File: src/logic/rpwu_pkg.sv
// Shared constants and types of the port-write unit
package rpwu_pkg;

  // ****************************************
  // Register map (byte addresses)
  // ****************************************
  localparam int          ADDR_W         = 17;
  localparam logic [16:0] OFF_IRQ_STATUS = 17'h10080;
  localparam logic [16:0] OFF_IRQ_ENABLE = 17'h10084;
  localparam logic [16:0] OFF_TX_CTRL    = 17'h10200;
  localparam logic [16:0] OFF_TX_BUF     = 17'h10210;
  localparam logic [16:0] OFF_TX_BUF_END = 17'h1024c;
  localparam logic [16:0] OFF_RX_CTRL    = 17'h10250;
  localparam logic [16:0] OFF_RX_STATUS  = 17'h10254;
  localparam logic [16:0] OFF_RX_BUF     = 17'h10260;
  localparam logic [16:0] OFF_RX_BUF_END = 17'h1029c;

  // ****************************************
  // Fields and sizes
  // ****************************************
  localparam int          PAYLOAD_WORDS  = 16;
  localparam logic [6:0]  PAYLOAD_BYTES  = 7'h40;
  localparam int          IRQ_W          = 5;
  localparam int          IRQ_TX_SENT    = 0;
  localparam int          IRQ_RX_DROP    = 1;
  localparam int          IRQ_RX_STORED  = 4;
  localparam int          TX_READY_BIT   = 0;
  localparam int          TX_SIZE_LSB    = 4;
  localparam int          TX_DEST_LSB    = 16;
  localparam int          RX_EN_BIT      = 0;

  // ****************************************
  // Reset values and responses
  // ****************************************
  localparam logic [4:0]  IRQ_MASK_RST   = 5'h00;
  localparam logic [15:0] TX_DEST_RST    = 16'h0000;
  localparam logic [6:0]  TX_SIZE_RST    = 7'h00;
  localparam logic [6:0]  RX_SIZE_RST    = 7'h00;
  localparam logic [1:0]  RESP_OKAY      = 2'b00;
  localparam logic [1:0]  RESP_SLVERR    = 2'b10;

  // ****************************************
  // Link beats and states
  // ****************************************
  typedef struct packed {
    logic [15:0] dest_id;
    logic [31:0] data;
    logic        last;
  } rpwu_tx_beat_t;

  typedef struct packed {
    logic [31:0] data;
    logic        last;
  } rpwu_rx_beat_t;

  typedef enum logic [1:0] {
    TX_IDLE = 2'b00,
    TX_LOAD = 2'b01,
    TX_SEND = 2'b11
  } rpwu_tx_state_t;

endpackage

File: src/logic/rpwu_ram.sv
// Small payload memory with registered read data
module rpwu_ram #(
  parameter int DW    = 32,
  parameter int DEPTH = 16,
  parameter int AW    = $clog2(DEPTH)
) (
  // Clock and reset
  input  wire logic          ref_clk,
  input  wire logic          reset,
  // Write port
  input  wire logic          we,
  input  wire logic [AW-1:0] waddr,
  input  wire logic [DW-1:0] wdata,
  // Read port
  input  wire logic [AW-1:0] raddr,
  output logic      [DW-1:0] rdata
);

  logic [DW-1:0] mem [DEPTH];

  always_ff @(posedge ref_clk) begin
    if (we) begin
      mem[waddr] <= wdata;
    end
  end

  always_ff @(posedge ref_clk) begin
    if (reset) begin
      rdata <= '0;
    end else begin
      rdata <= mem[raddr];
    end
  end

endmodule

File: src/logic/rpwu_irq.sv
// Sticky interrupt status with mask and level output
module rpwu_irq #(
  parameter int W = 5
) (
  // Clock and reset
  input  wire logic         ref_clk,
  input  wire logic         reset,
  // Events and software access
  input  wire logic [W-1:0] set_ev,
  input  wire logic [W-1:0] clr_w1c,
  input  wire logic         mask_we,
  input  wire logic [W-1:0] mask_wdata,
  // State
  output logic      [W-1:0] status,
  output logic      [W-1:0] mask,
  output logic              irq_out
);

  // Set wins over a clear in the same cycle
  always_ff @(posedge ref_clk) begin
    if (reset) begin
      status <= '0;
    end else begin
      status <= (status & ~clr_w1c) | set_ev;
    end
  end

  always_ff @(posedge ref_clk) begin
    if (reset) begin
      mask <= rpwu_pkg::IRQ_MASK_RST;
    end else if (mask_we) begin
      mask <= mask_wdata;
    end
  end

  assign irq_out = |(status & mask);

endmodule

File: src/logic/rpwu_core.sv
// Port-write unit: AXI4-Lite registers, outbound sender, inbound store
// ****************************************
// Summary of operation
// RQ1 - Interrupt output high while any enabled maintenance or I/O flag is set.
// RQ2 - Writing 0x10 to the enable register unmasks the stored-packet interrupt.
// RQ3 - Inbound port writes are stored only while receive enable is set.
// RQ4 - Outbound payload is sixteen words written at 0x10210 to 0x1024C.
// RQ5 - Writing destination plus ready bit to 0x10200 sends the payload.
// RQ6 - A stored inbound port write sets the packet-stored flag.
// RQ7 - Inbound payload reads back as words at 0x10260 to 0x1029C.
// RQ8 - Receive status reports the byte size of the latest stored packet.
// RQ9 - Writing one to status bit 4 clears it, arming the next packet.
// RQ10 - Payloads are at most 64 bytes in both directions.
// RQ11 - Interrupt drops once no enabled flag remains set.
// ****************************************
//
// The AXI4-Lite interface to the registers was decided locally.
module rpwu_core (
  // Clock and reset
  input  wire logic                   ref_clk,
  input  wire logic                   reset,
  // AXI4-Lite write
  input  wire logic [16:0]            s_axi_awaddr,
  input  wire logic                   s_axi_awvalid,
  output logic                        s_axi_awready,
  input  wire logic [31:0]            s_axi_wdata,
  input  wire logic [3:0]             s_axi_wstrb,
  input  wire logic                   s_axi_wvalid,
  output logic                        s_axi_wready,
  output logic [1:0]                  s_axi_bresp,
  output logic                        s_axi_bvalid,
  input  wire logic                   s_axi_bready,
  // AXI4-Lite read
  input  wire logic [16:0]            s_axi_araddr,
  input  wire logic                   s_axi_arvalid,
  output logic                        s_axi_arready,
  output logic [31:0]                 s_axi_rdata,
  output logic [1:0]                  s_axi_rresp,
  output logic                        s_axi_rvalid,
  input  wire logic                   s_axi_rready,
  // Outbound link
  output logic                        tx_valid,
  input  wire logic                   tx_ready,
  output rpwu_pkg::rpwu_tx_beat_t     tx_beat,
  // Inbound link
  input  wire logic                   rx_valid,
  output logic                        rx_ready,
  input  wire rpwu_pkg::rpwu_rx_beat_t rx_beat,
  // Interrupts
  input  wire logic                   io_irq_pending,
  output logic                        maint_irq
);

  // ****************************************
  // Declarations
  // ****************************************
  logic                     aw_held_r, w_held_r, bvalid_r;
  logic [16:0]              aw_addr_r, ar_addr_r, tx_woff, rx_roff, tx_roff;
  logic [31:0]              w_data_r, rdata_r;
  logic [3:0]               w_strb_r;
  logic [1:0]               bresp_r, rresp_r;
  logic                     rd_ph1_r, rd_ph2_r, rvalid_r;
  logic                     wr_go, wr_hit, in_tx_w, in_rx_r, in_tx_r;
  logic [31:0]              wr_mask, wr_merged, ctrl_word, tx_rdata, rx_rdata;
  rpwu_pkg::rpwu_tx_state_t tx_state_r;
  logic [3:0]               tx_idx_r, tx_last_r, tx_raddr;
  logic [15:0]              tx_dest_r;
  logic [6:0]               tx_size_r, rx_size_r;
  logic                     tx_start, tx_sent_ev, irq_mask_we, irq_core;
  logic                     rx_en_r, rx_in_pkt_r, rx_take_r, rx_take_now;
  logic [4:0]               rx_cnt_r, rx_cnt_nxt;
  logic                     rx_beat_ok, rx_we, rx_stored_ev, rx_drop_ev;
  logic [4:0]               irq_set, irq_clr, irq_status, irq_mask;

  function automatic logic [3:0] last_idx(input logic [6:0] sz);
    logic [6:0] words;
    words = (sz + 7'h03) >> 2;
    if (sz == 7'h00 || sz > rpwu_pkg::PAYLOAD_BYTES) begin
      words = 7'h10;
    end
    return 4'(words - 7'h01);
  endfunction

  // ****************************************
  // AXI4-Lite write channel
  // ****************************************
  assign s_axi_awready = !aw_held_r && !bvalid_r;
  assign s_axi_wready  = !w_held_r && !bvalid_r;
  assign s_axi_bvalid  = bvalid_r;
  assign s_axi_bresp   = bresp_r;
  assign wr_go         = aw_held_r && w_held_r && !bvalid_r;

  always_ff @(posedge ref_clk) begin
    if (reset) begin
      aw_held_r <= 1'b0;
      w_held_r  <= 1'b0;
      bvalid_r  <= 1'b0;
      aw_addr_r <= '0;
      w_data_r  <= '0;
      w_strb_r  <= '0;
      bresp_r   <= rpwu_pkg::RESP_OKAY;
    end else begin
      if (s_axi_awvalid && s_axi_awready) begin
        aw_held_r <= 1'b1;
        aw_addr_r <= s_axi_awaddr;
      end
      if (s_axi_wvalid && s_axi_wready) begin
        w_held_r <= 1'b1;
        w_data_r <= s_axi_wdata;
        w_strb_r <= s_axi_wstrb;
      end
      if (wr_go) begin
        aw_held_r <= 1'b0;
        w_held_r  <= 1'b0;
        bvalid_r  <= 1'b1;
        bresp_r   <= wr_hit ? rpwu_pkg::RESP_OKAY : rpwu_pkg::RESP_SLVERR;
      end else if (bvalid_r && s_axi_bready) begin
        bvalid_r <= 1'b0;
      end
    end
  end

  // ****************************************
  // Write decode
  // ****************************************
  assign wr_mask = {{8{w_strb_r[3]}}, {8{w_strb_r[2]}}, {8{w_strb_r[1]}}, {8{w_strb_r[0]}}};
  assign ctrl_word = {tx_dest_r, 5'h00, tx_size_r, 3'h0, tx_state_r != rpwu_pkg::TX_IDLE};
  assign in_tx_w = aw_addr_r >= rpwu_pkg::OFF_TX_BUF && aw_addr_r <= rpwu_pkg::OFF_TX_BUF_END;
  assign tx_woff = aw_addr_r - rpwu_pkg::OFF_TX_BUF;
  assign wr_merged = (ctrl_word & ~wr_mask) | (w_data_r & wr_mask);
  assign wr_hit = in_tx_w || aw_addr_r inside {rpwu_pkg::OFF_IRQ_STATUS,
                  rpwu_pkg::OFF_IRQ_ENABLE, rpwu_pkg::OFF_TX_CTRL, rpwu_pkg::OFF_RX_CTRL,
                  rpwu_pkg::OFF_RX_STATUS, [rpwu_pkg::OFF_RX_BUF:rpwu_pkg::OFF_RX_BUF_END]};

  // Only the low byte holds interrupt bits
  assign irq_clr = (wr_go && aw_addr_r == rpwu_pkg::OFF_IRQ_STATUS && w_strb_r[0]) ?
                   w_data_r[4:0] : 5'h00; // RQ9
  assign irq_mask_we = wr_go && aw_addr_r == rpwu_pkg::OFF_IRQ_ENABLE && w_strb_r[0]; // RQ2

  // Ready bit while busy is ignored: the sender owns dest and size then
  assign tx_start = wr_go && aw_addr_r == rpwu_pkg::OFF_TX_CTRL &&
                    tx_state_r == rpwu_pkg::TX_IDLE &&
                    wr_merged[rpwu_pkg::TX_READY_BIT]; // RQ5

  always_ff @(posedge ref_clk) begin
    if (reset) begin
      tx_dest_r <= rpwu_pkg::TX_DEST_RST;
      tx_size_r <= rpwu_pkg::TX_SIZE_RST;
    end else if (wr_go && aw_addr_r == rpwu_pkg::OFF_TX_CTRL &&
                 tx_state_r == rpwu_pkg::TX_IDLE) begin
      tx_dest_r <= wr_merged[rpwu_pkg::TX_DEST_LSB +: 16];
      tx_size_r <= wr_merged[rpwu_pkg::TX_SIZE_LSB +: 7];
    end
  end

  always_ff @(posedge ref_clk) begin
    if (reset) begin
      rx_en_r <= 1'b0;
    end else if (wr_go && aw_addr_r == rpwu_pkg::OFF_RX_CTRL && w_strb_r[0]) begin
      rx_en_r <= w_data_r[rpwu_pkg::RX_EN_BIT]; // RQ3
    end
  end

  // ****************************************
  // AXI4-Lite read channel
  // ****************************************
  assign s_axi_arready = !rd_ph1_r && !rd_ph2_r && !rvalid_r;
  assign s_axi_rvalid  = rvalid_r;
  assign s_axi_rdata   = rdata_r;
  assign s_axi_rresp   = rresp_r;
  assign in_tx_r = ar_addr_r >= rpwu_pkg::OFF_TX_BUF && ar_addr_r <= rpwu_pkg::OFF_TX_BUF_END;
  assign in_rx_r = ar_addr_r >= rpwu_pkg::OFF_RX_BUF && ar_addr_r <= rpwu_pkg::OFF_RX_BUF_END;
  assign tx_roff = ar_addr_r - rpwu_pkg::OFF_TX_BUF;
  assign rx_roff = ar_addr_r - rpwu_pkg::OFF_RX_BUF;

  // Phase one presents the memory address, phase two has its data
  always_ff @(posedge ref_clk) begin
    if (reset) begin
      rd_ph1_r  <= 1'b0;
      rd_ph2_r  <= 1'b0;
      rvalid_r  <= 1'b0;
      ar_addr_r <= '0;
      rdata_r   <= '0;
      rresp_r   <= rpwu_pkg::RESP_OKAY;
    end else begin
      rd_ph1_r <= s_axi_arvalid && s_axi_arready;
      rd_ph2_r <= rd_ph1_r;
      if (s_axi_arvalid && s_axi_arready) begin
        ar_addr_r <= s_axi_araddr;
      end
      if (rd_ph2_r) begin
        rvalid_r <= 1'b1;
        rresp_r  <= rpwu_pkg::RESP_OKAY;
        case (ar_addr_r)
          rpwu_pkg::OFF_IRQ_STATUS: rdata_r <= {27'h0, irq_status};
          rpwu_pkg::OFF_IRQ_ENABLE: rdata_r <= {27'h0, irq_mask};
          rpwu_pkg::OFF_TX_CTRL:    rdata_r <= ctrl_word;
          rpwu_pkg::OFF_RX_CTRL:    rdata_r <= {31'h0, rx_en_r};
          rpwu_pkg::OFF_RX_STATUS:  rdata_r <= {25'h0, rx_size_r}; // RQ8
          default: begin
            if (in_tx_r) begin
              rdata_r <= tx_rdata; // RQ4
            end else if (in_rx_r) begin
              rdata_r <= rx_rdata; // RQ7
            end else begin
              rdata_r <= '0;
              rresp_r <= rpwu_pkg::RESP_SLVERR;
            end
          end
        endcase
      end else if (rvalid_r && s_axi_rready) begin
        rvalid_r <= 1'b0;
      end
    end
  end

  // ****************************************
  // Outbound sender
  // ****************************************
  // Sender has the read port while busy; reads of the buffer then see its word
  assign tx_raddr = (tx_state_r != rpwu_pkg::TX_IDLE) ? tx_idx_r : tx_roff[5:2];

  rpwu_ram #(.DW(32), .DEPTH(rpwu_pkg::PAYLOAD_WORDS)) u_tx_ram (
    .ref_clk (ref_clk),
    .reset   (reset),
    .we      (wr_go && in_tx_w), // RQ4
    .waddr   (tx_woff[5:2]),
    .wdata   ((w_data_r & wr_mask)),
    .raddr   (tx_raddr),
    .rdata   (tx_rdata)
  );

  always_ff @(posedge ref_clk) begin
    if (reset) begin
      tx_state_r <= rpwu_pkg::TX_IDLE;
      tx_idx_r   <= 4'h0;
      tx_last_r  <= 4'h0;
    end else begin
      case (tx_state_r)
        rpwu_pkg::TX_IDLE: begin
          if (tx_start) begin
            tx_state_r <= rpwu_pkg::TX_LOAD;
            tx_idx_r   <= 4'h0;
            tx_last_r  <= last_idx(wr_merged[rpwu_pkg::TX_SIZE_LSB +: 7]); // RQ10
          end
        end
        rpwu_pkg::TX_LOAD: tx_state_r <= rpwu_pkg::TX_SEND;
        rpwu_pkg::TX_SEND: begin
          if (tx_ready) begin
            tx_idx_r   <= tx_idx_r + 4'h1;
            tx_state_r <= (tx_idx_r == tx_last_r) ? rpwu_pkg::TX_IDLE : rpwu_pkg::TX_LOAD;
          end
        end
        default: tx_state_r <= rpwu_pkg::TX_IDLE;
      endcase
    end
  end

  assign tx_valid        = tx_state_r == rpwu_pkg::TX_SEND;
  assign tx_beat.dest_id = tx_dest_r; // RQ5
  assign tx_beat.data    = tx_rdata;
  assign tx_beat.last    = tx_idx_r == tx_last_r;
  assign tx_sent_ev      = tx_valid && tx_ready && tx_beat.last;

  // ****************************************
  // Inbound store
  // ****************************************
  // Always drains the link; a packet not taken is discarded
  assign rx_ready    = !reset;
  assign rx_beat_ok  = rx_valid && rx_ready;
  assign rx_take_now = rx_in_pkt_r ? rx_take_r
                                   : (rx_en_r && !irq_status[rpwu_pkg::IRQ_RX_STORED]); // RQ3
  assign rx_cnt_nxt  = (rx_cnt_r < 5'h10) ? rx_cnt_r + 5'h01 : rx_cnt_r;
  assign rx_we       = rx_beat_ok && rx_take_now && rx_cnt_r < 5'h10; // RQ10
  assign rx_stored_ev = rx_beat_ok && rx_beat.last && rx_take_now; // RQ6
  assign rx_drop_ev  = rx_beat_ok && !rx_in_pkt_r && rx_en_r &&
                       irq_status[rpwu_pkg::IRQ_RX_STORED];

  rpwu_ram #(.DW(32), .DEPTH(rpwu_pkg::PAYLOAD_WORDS)) u_rx_ram (
    .ref_clk (ref_clk),
    .reset   (reset),
    .we      (rx_we),
    .waddr   (rx_cnt_r[3:0]),
    .wdata   (rx_beat.data),
    .raddr   (rx_roff[5:2]), // RQ7
    .rdata   (rx_rdata)
  );

  always_ff @(posedge ref_clk) begin
    if (reset) begin
      rx_in_pkt_r <= 1'b0;
      rx_take_r   <= 1'b0;
      rx_cnt_r    <= 5'h00;
      rx_size_r   <= rpwu_pkg::RX_SIZE_RST;
    end else if (rx_beat_ok) begin
      if (rx_beat.last) begin
        rx_in_pkt_r <= 1'b0;
        rx_cnt_r    <= 5'h00;
        if (rx_take_now) begin
          rx_size_r <= {rx_cnt_nxt, 2'b00}; // RQ8
        end
      end else begin
        rx_in_pkt_r <= 1'b1;
        rx_take_r   <= rx_take_now;
        rx_cnt_r    <= rx_cnt_nxt;
      end
    end
  end

  // ****************************************
  // Interrupts
  // ****************************************
  assign irq_set = {rx_stored_ev, 2'b00, rx_drop_ev, tx_sent_ev}; // RQ6

  rpwu_irq #(.W(rpwu_pkg::IRQ_W)) u_irq (
    .ref_clk    (ref_clk),
    .reset      (reset),
    .set_ev     (irq_set),
    .clr_w1c    (irq_clr),
    .mask_we    (irq_mask_we),
    .mask_wdata (w_data_r[4:0]),
    .status     (irq_status),
    .mask       (irq_mask),
    .irq_out    (irq_core)
  );

  assign maint_irq = irq_core || io_irq_pending; // RQ1 RQ11
endmodule

File: config.mk
export PLATFORM = sky130hd
export DESIGN_NAME = rpwu_core
export DESIGN_NICKNAME = d
export VERILOG_FILES = /design/src/logic/rpwu_pkg.sv /design/src/logic/rpwu_ram.sv /design/src/logic/rpwu_irq.sv /design/src/logic/rpwu_core.sv
export SDC_FILE = /design/constraint.sdc
export NUM_CORES = 1
export LEC_CHECK = 0
export BUFFER_PORTS_ARGS = -buffer_cell sky130_fd_sc_hd__clkbuf_2
export CAP_MARGIN = 0
export CORE_MARGIN = 4
export CORE_UTILIZATION = 40
export DETAILED_ROUTE_END_ITERATION = 6
export GPL_ROUTABILITY_DRIVEN = 0
export PLACE_DENSITY = 0.63
export SLEW_MARGIN = 10
export SYNTH_ARGS = -nofsm -noshare
export SYNTH_HDL_FRONTEND = slang
export SYNTH_SLANG_ARGS = --single-unit
export TNS_END_PERCENT = 10
File: constraint.sdc
create_clock -name ref_clk -period 5.6 [get_ports ref_clk]
set_input_delay 0 -clock ref_clk [delete_from_list [all_inputs] [get_ports ref_clk]]
set_output_delay 0 -clock ref_clk [all_outputs]
set_load 0.01 [all_outputs]
### Word-level counts from Yosys, hierarchy flattened

Memories as Yosys holds them, arrays and structs flattened. A register that Yosys moved wholly into a read port is not among the register bits.
Index checks and enable logic that the tools add are counted.

* logic and storage cells: 163
* memories kept: 2
* bits in latches: 0
* register bits after elaboration: 168
* memory bits (read-only): 0
* RAM bits: 1024
* bits of input ports: 113
* output and inout port bits: 93

Memories
* u_rx_ram.mem: words 16, bits a word 32, rd ports 1, clocked after memory_dff 1, write ports 1, line rpwu_ram.sv:19 `logic [DW-1:0] mem [DEPTH];`
* u_tx_ram.mem: words 16, bits a word 32, rd ports 1, clocked after memory_dff 1, write ports 1, line rpwu_ram.sv:19

* eq/ne operators: 15
* bitwise logic cells: 9
* order comparisons: 10
* shifts and indexed selects: 0
* reductions and logical operators: 63
* add/subtract/negate cells: 7
* muxes and demuxes: 32
* divide/modulo/power cells: 0
* $mul: 0

Operators by type and width (count)
* 17-bit == test (second input constant): 10
* 32-bit case mux with 5 select lines: 1
* 17-bit greater-or-equal comparator (second input constant): 4
* 17-bit less-or-equal comparator (second input constant): 4
* 32-bit bitwise AND: 2
* 32-bit two-way mux: 2
* 1-bit logical AND: 36
* 32-bit NOT: 1
* 32-bit OR: 1
* 4-bit two-way mux: 7
* 5-bit two-way mux: 3
* 2-bit two-way mux: 6
* 6-bit by 5-bit subtractor with 6-bit output (second input constant): 2
* 1-bit two-way mux: 11
* 5-bit bitwise AND: 2
* 5-bit OR reduction: 2
* 1-bit logical NOT: 9
* 4-bit case mux with 2 select lines: 1
* 2-bit nonzero test: 4
* 7-bit > comparator (second input constant): 1
* 7-bit logical NOT: 1
* 6-bit by 2-bit adder with 6-bit output (second input constant): 1
* 2-bit case mux with 3 select lines: 1
* 2-bit AND reduction: 3
* other kinds (18): 21

### Depth between registers and ports, before layout

* depth in word-level cells: 10
* gate-level depth with buffers: 10
* mapped depth without buffers: 8

### Hierarchy

Synthesis repeated with hierarchy kept, for this count alone.

* cells, all modules: 3230
* area, all modules: 49227.2 um2

By module, submodules not included
* rpwu_ram: seq. area each 16015.4 um2, area each 20703.6 um2, instances 2, cells an instance 1116
* rpwu_core: seq. area each 3123.0 um2, area each 7442.1 um2, instances 1, cells an instance 958
* rpwu_irq: seq. area each 200.2 um2, area each 377.9 um2, instances 1, cells an instance 40

### Worst setup path after synthesis

No wires, ideal clock.

* kind: register -> register
* start point: register rx_en_r
* end point: memory u_rx_ram.mem[3][0], enable pin
* clock period less this slack: 3.997 ns
* slack: 1.603 ns
* buffers on the path: 0
* required time: 5.139 ns
* library setup time: 0.461 ns
* data arrival time: 3.536 ns
* stages on the path, launching flop included: 6
* cell sequence: dfxtp_1 or3b_2 a211oi_1 and2_1 nand2_1 nor3_1

* longest elaborated chain between the ends: 6

RTL lines
* start: declaration: line rpwu_core.sv:70 `logic rx_en_r, rx_in_pkt_r, rx_take_r, rx_take_now;`
* start signal: assignment: line rpwu_core.sv:160 `rx_en_r <= w_data_r[rpwu_pkg::RX_EN_BIT];`
* 1-bit logical AND: line rpwu_core.sv:272 `: (rx_en_r && !irq_status[rpwu_pkg::IRQ_RX_STORED]);`
* 1-bit two-way mux: line rpwu_core.sv:271 `assign rx_take_now = rx_in_pkt_r ? rx_take_r`
* 1-bit logical AND (2 in a row): line rpwu_core.sv:274 `assign rx_we = rx_beat_ok && rx_take_now && rx_cnt_r < 5'h10;`
* 1-bit two-way mux: line rpwu_ram.sv:22 `if (we) begin`
* 1-bit two-way mux (implied by the code): line rpwu_ram.sv:23 `mem[waddr] <= wdata;`
* end: declaration: line rpwu_ram.sv:19

Every way passes these cells.

### Worst setup path after layout

* start point: register ar_addr_r[2]
* end point: register u_tx_ram.rdata[11] (read register of u_tx_ram.mem)

* longest elaborated chain between the ends: 2

RTL lines
* start: declaration: line rpwu_core.sv:58 `logic [16:0] aw_addr_r, ar_addr_r, tx_woff, rx_roff, tx_roff;`
* start signal: assignment: line rpwu_core.sv:189 `ar_addr_r <= s_axi_araddr;`
* 6-bit by 5-bit subtractor with 6-bit output: line rpwu_core.sv:173 `assign tx_roff = ar_addr_r - rpwu_pkg::OFF_TX_BUF;`
* 4-bit two-way mux: line rpwu_core.sv:221 `assign tx_raddr = (tx_state_r != rpwu_pkg::TX_IDLE) ? tx_idx_r : tx_roff[5:2];`
* end: declaration: line rpwu_ram.sv:16 `output logic [DW-1:0] rdata`

Every way passes these cells.
A chain may end at the register's enable or synchronous reset.

==> impl_metrics.ini <==
[floorplanning]
initial_core_util = 0.404
rows = 128
core-area_um2 = 122000
die_w_um = 359
die_h_um = 359
pin_count = 206
die_area_um2 = 129000

[synthesis]
syn-cell-area_um2 = 49400
synth_ff_type = edfxtp_1
async_flop_share = 0
synth-edff-count = 1024
yosysTopAreaCell = edfxtp_1
syn_avg_cell_area_um2 = 15.8
syn_inst = 3121
ys_types = 73
ys_seq_area_frac = 0.716
synth.top_cell.area_share = 0.623
synth_warnings = 0
synth-seq-cells = 1254
ys_top_cells_by_area = edfxtp_1 62%, dfxtp_1 9.3%, mux4_2 7.3%

[cts]
cts_buffers = 132
htree_levels = 4
clk_pin_slew_ns = 0.06
clockBufferDepth = 3
clockRootBuffer = clkbuf_16
cts_tree = built
cts_num_sinks = 1254
clkLatencyLatePin_ns = 0.74
cts_resized = 0

[worst_setup_path]
crit_slowest_cell = a2111oi_0
crit_end = u_tx_ram.rdata[11]
arrival_ns = 4.28
cp-end-kind = flip-flop
rr_startpoint = ar_addr_r[2]
cp-start-kind = flip-flop
reg2reg_to = u_tx_ram.rdata[11]
cp_slowest_stage_delay_ns = 0.95
startpoint = ar_addr_r[2]
worstSetupPathType = reg2reg
worstRegToRegCells = 6
reg2reg_setup_slack_ns = 1.99
crit_path_max_fanout = 49
worstPathRequired_ns = 6.27
crit_path_cell_trace = or3b_4 -> nand2_4 -> buf_4 -> mux2i_1 -> a2111oi_0 -> a22o_1

[job]
drv_cap = 0

[routing]
vias_per_cell = 5.72
drc = 0
firstDrtPassIters = 5
routed_wl_mm = 138
ant_nets = 0
drt-initial-drc-count = 3233
vias = 29800
detail_route.wl_per_cell_um = 26.5

[global_routing]
grt_pass1_wl_mm = 204
grt_max_degree = 103
globalRouteOverflowTotal = 0
gr-usage-all-layers = 0.210
grt_pass1_vias = 29900
antenna_found_initial = 16

[min_path]
hold_depth = 5
min_from = s_axi_wvalid
worst_hold_path_type = in2reg

[layout]
fin_nets = 3596
syn_to_final_growth_pct = 18.6
fin_area_um2 = 58600
drive_above_1_share = 0.199
layout.cells.non_filler = 5211
nFillCells = 10300
multi_input_area_um2 = 13200
seq_area_um2 = 35400

[power_and_ir_drop]
p_per_area_nw_per_um2 = 346
power_uw = 20300
ir_drop_mv = 0.326
p_leak_uw = 0.0179

[placed_design]
dp_hpwl_mm = 83.2
dpl_cell_area_um2 = 52300
placed_cells = 4763
portBuffers = 203

[timing]
grt_setup_unrepaired = false
whs_ns = -0.0212
hold_violations = 3
timing.fmax_mhz = 277
slew-limit-headroom = 0.188
fin_tns_setup_ns = 0
finalCritPeriodShare = 0.644
fin_skew_ns = 0.0297
period_needed_ns = 3.61
worst_pin_slew_ns = 1.22
finalMaxSlewViolations = 0
setup_viol = 0

[outcome]
violations = hold timing
status = finished, violations left
-- layer usage --
layer	part of all wire	vias to the layer above	GRT usage
li1	-	13200	-
met1	0.40	15300	0.279
met2	0.48	1125	0.337
met3	0.10	187	0.0650
met4	0.020	4	0.0535
met5	0.00020	-	0
-- cell type report --
| type | count | area share |
|---|---|---|
| Antenna cell | 5 | 0.000214 |
| Clock buffer | 188 | 0.0633 |
| Clock inverter | 53 | 0.00876 |
| Inverter | 37 | 0.00237 |
| Multi-Input combinational cell | 1573 | 0.225 |
| Sequential cell | 1254 | 0.604 |
| Tap cell | 1625 | 0.0347 |
| Timing Repair Buffer | 476 | 0.0619 |
-- logic make-up after synthesis --
logic type | after synthesis | synth area share
AOI/OAI and AO/OA | 617 | 0.0904
xor gates and xnor gates | 11 | 0.00195
adders and majority gates | 9 | 0.00228
buffers and inverters | 295 | 0.0243
DFF | 1254 | 0.716
muxes | 245 | 0.0903
other | 1 | 0.0000759
and+or+nand+nor | 689 | 0.0750
-- synth_stat cells, drive strengths merged (32+ instances only) --
library cell / n
clkbuf: 196
inv: 35
o2111ai: 32
a21oi: 133
nor2: 73
and3: 201
mux2i: 82
nand3: 43
a22o: 32
mux4: 160
a211oi: 246
dfxtp: 230
edfxtp: 1024
nand2: 189
and2: 74
buf: 62
a2111oi: 65
-- flip-flops by register name, summed over array words and instances (netlist names), 17 cells and up, named ones only --
name	flops
u_rx_ram.mem	512
aw_addr_r	17
s_axi_rdata	32
u_rx_ram.rdata	32
u_tx_ram.rdata	32
ar_addr_r	17
w_data_r	32
u_tx_ram.mem	512
-- how the worst min path moves through the flow --
stage,to,slack [ns]
global placement,w_data_r[15],0.23
global route,w_data_r[4],0.03
finish,w_data_r[3],-0.02
detailed placement,w_data_r[8],0.23
floorplan,rx_in_pkt_r,0.09
CTS,w_strb_r[0],0.001
-- stage by stage --
stage               setup slack, ns   util
finish                         1.99  0.479
global route                   1.81  0.479
CTS                            1.98  0.479
detailed placement             1.99  0.428
global placement               1.98  0.428
floorplan                      1.60      -
-- worst max-delay path: cells and delay by family, from the launching register on --
kind                   cells  cell delay, ns
muxes                      1            0.18
buffers and inverters      1            0.55
and+or+nand+nor            2            0.89
DFF                        1            0.68
AOI/OAI and AO/OA          2            1.18
-- layout by cell type (no fill, tap or decap), types with 12 or more instances in the layout --
| master | count |
|---|---|
| a2111oi_0 | 65 |
| a211oi_1 | 246 |
| a21oi_1 | 132 |
| a22o_1 | 32 |
| a31o_2 | 22 |
| and2_1 | 72 |
| and3_1 | 201 |
| buf_4 | 67 |
| clkbuf_1 | 40 |
| clkbuf_16 | 135 |
| clkbuf_2 | 202 |
| clkbuf_8 | 13 |
| clkinv_1 | 15 |
| clkinv_2 | 17 |
| dfxtp_1 | 226 |
| dlygate4sd3_1 | 202 |
| edfxtp_1 | 1024 |
| inv_1 | 34 |
| mux2i_1 | 82 |
| mux4_2 | 160 |
| nand2_1 | 187 |
| nand2b_1 | 12 |
| nand3_1 | 43 |
| nand4_1 | 14 |
| nor2_1 | 44 |
| nor2_4 | 29 |
| nor2b_1 | 12 |
| nor3_1 | 18 |
| o2111ai_1 | 32 |
| o21ai_0 | 15 |
| o22ai_1 | 21 |
-- timing repair --
| item | 4_1_cts | 5_1_grt |
|---|---|---|
| buffers inserted | 0 | 0 |
| hold buffers | 202 | 0 |
| hold endpoints to repair | 644 | 0 |
-- report_power, final --
| group | internal (uW) | switching [uW] |
|---|---|---|
| clock network | 4960 | 3600 |
| logic | 568 | 781 |
| registers | 10100 | 213 |
(Power assumes the default switching activity.)
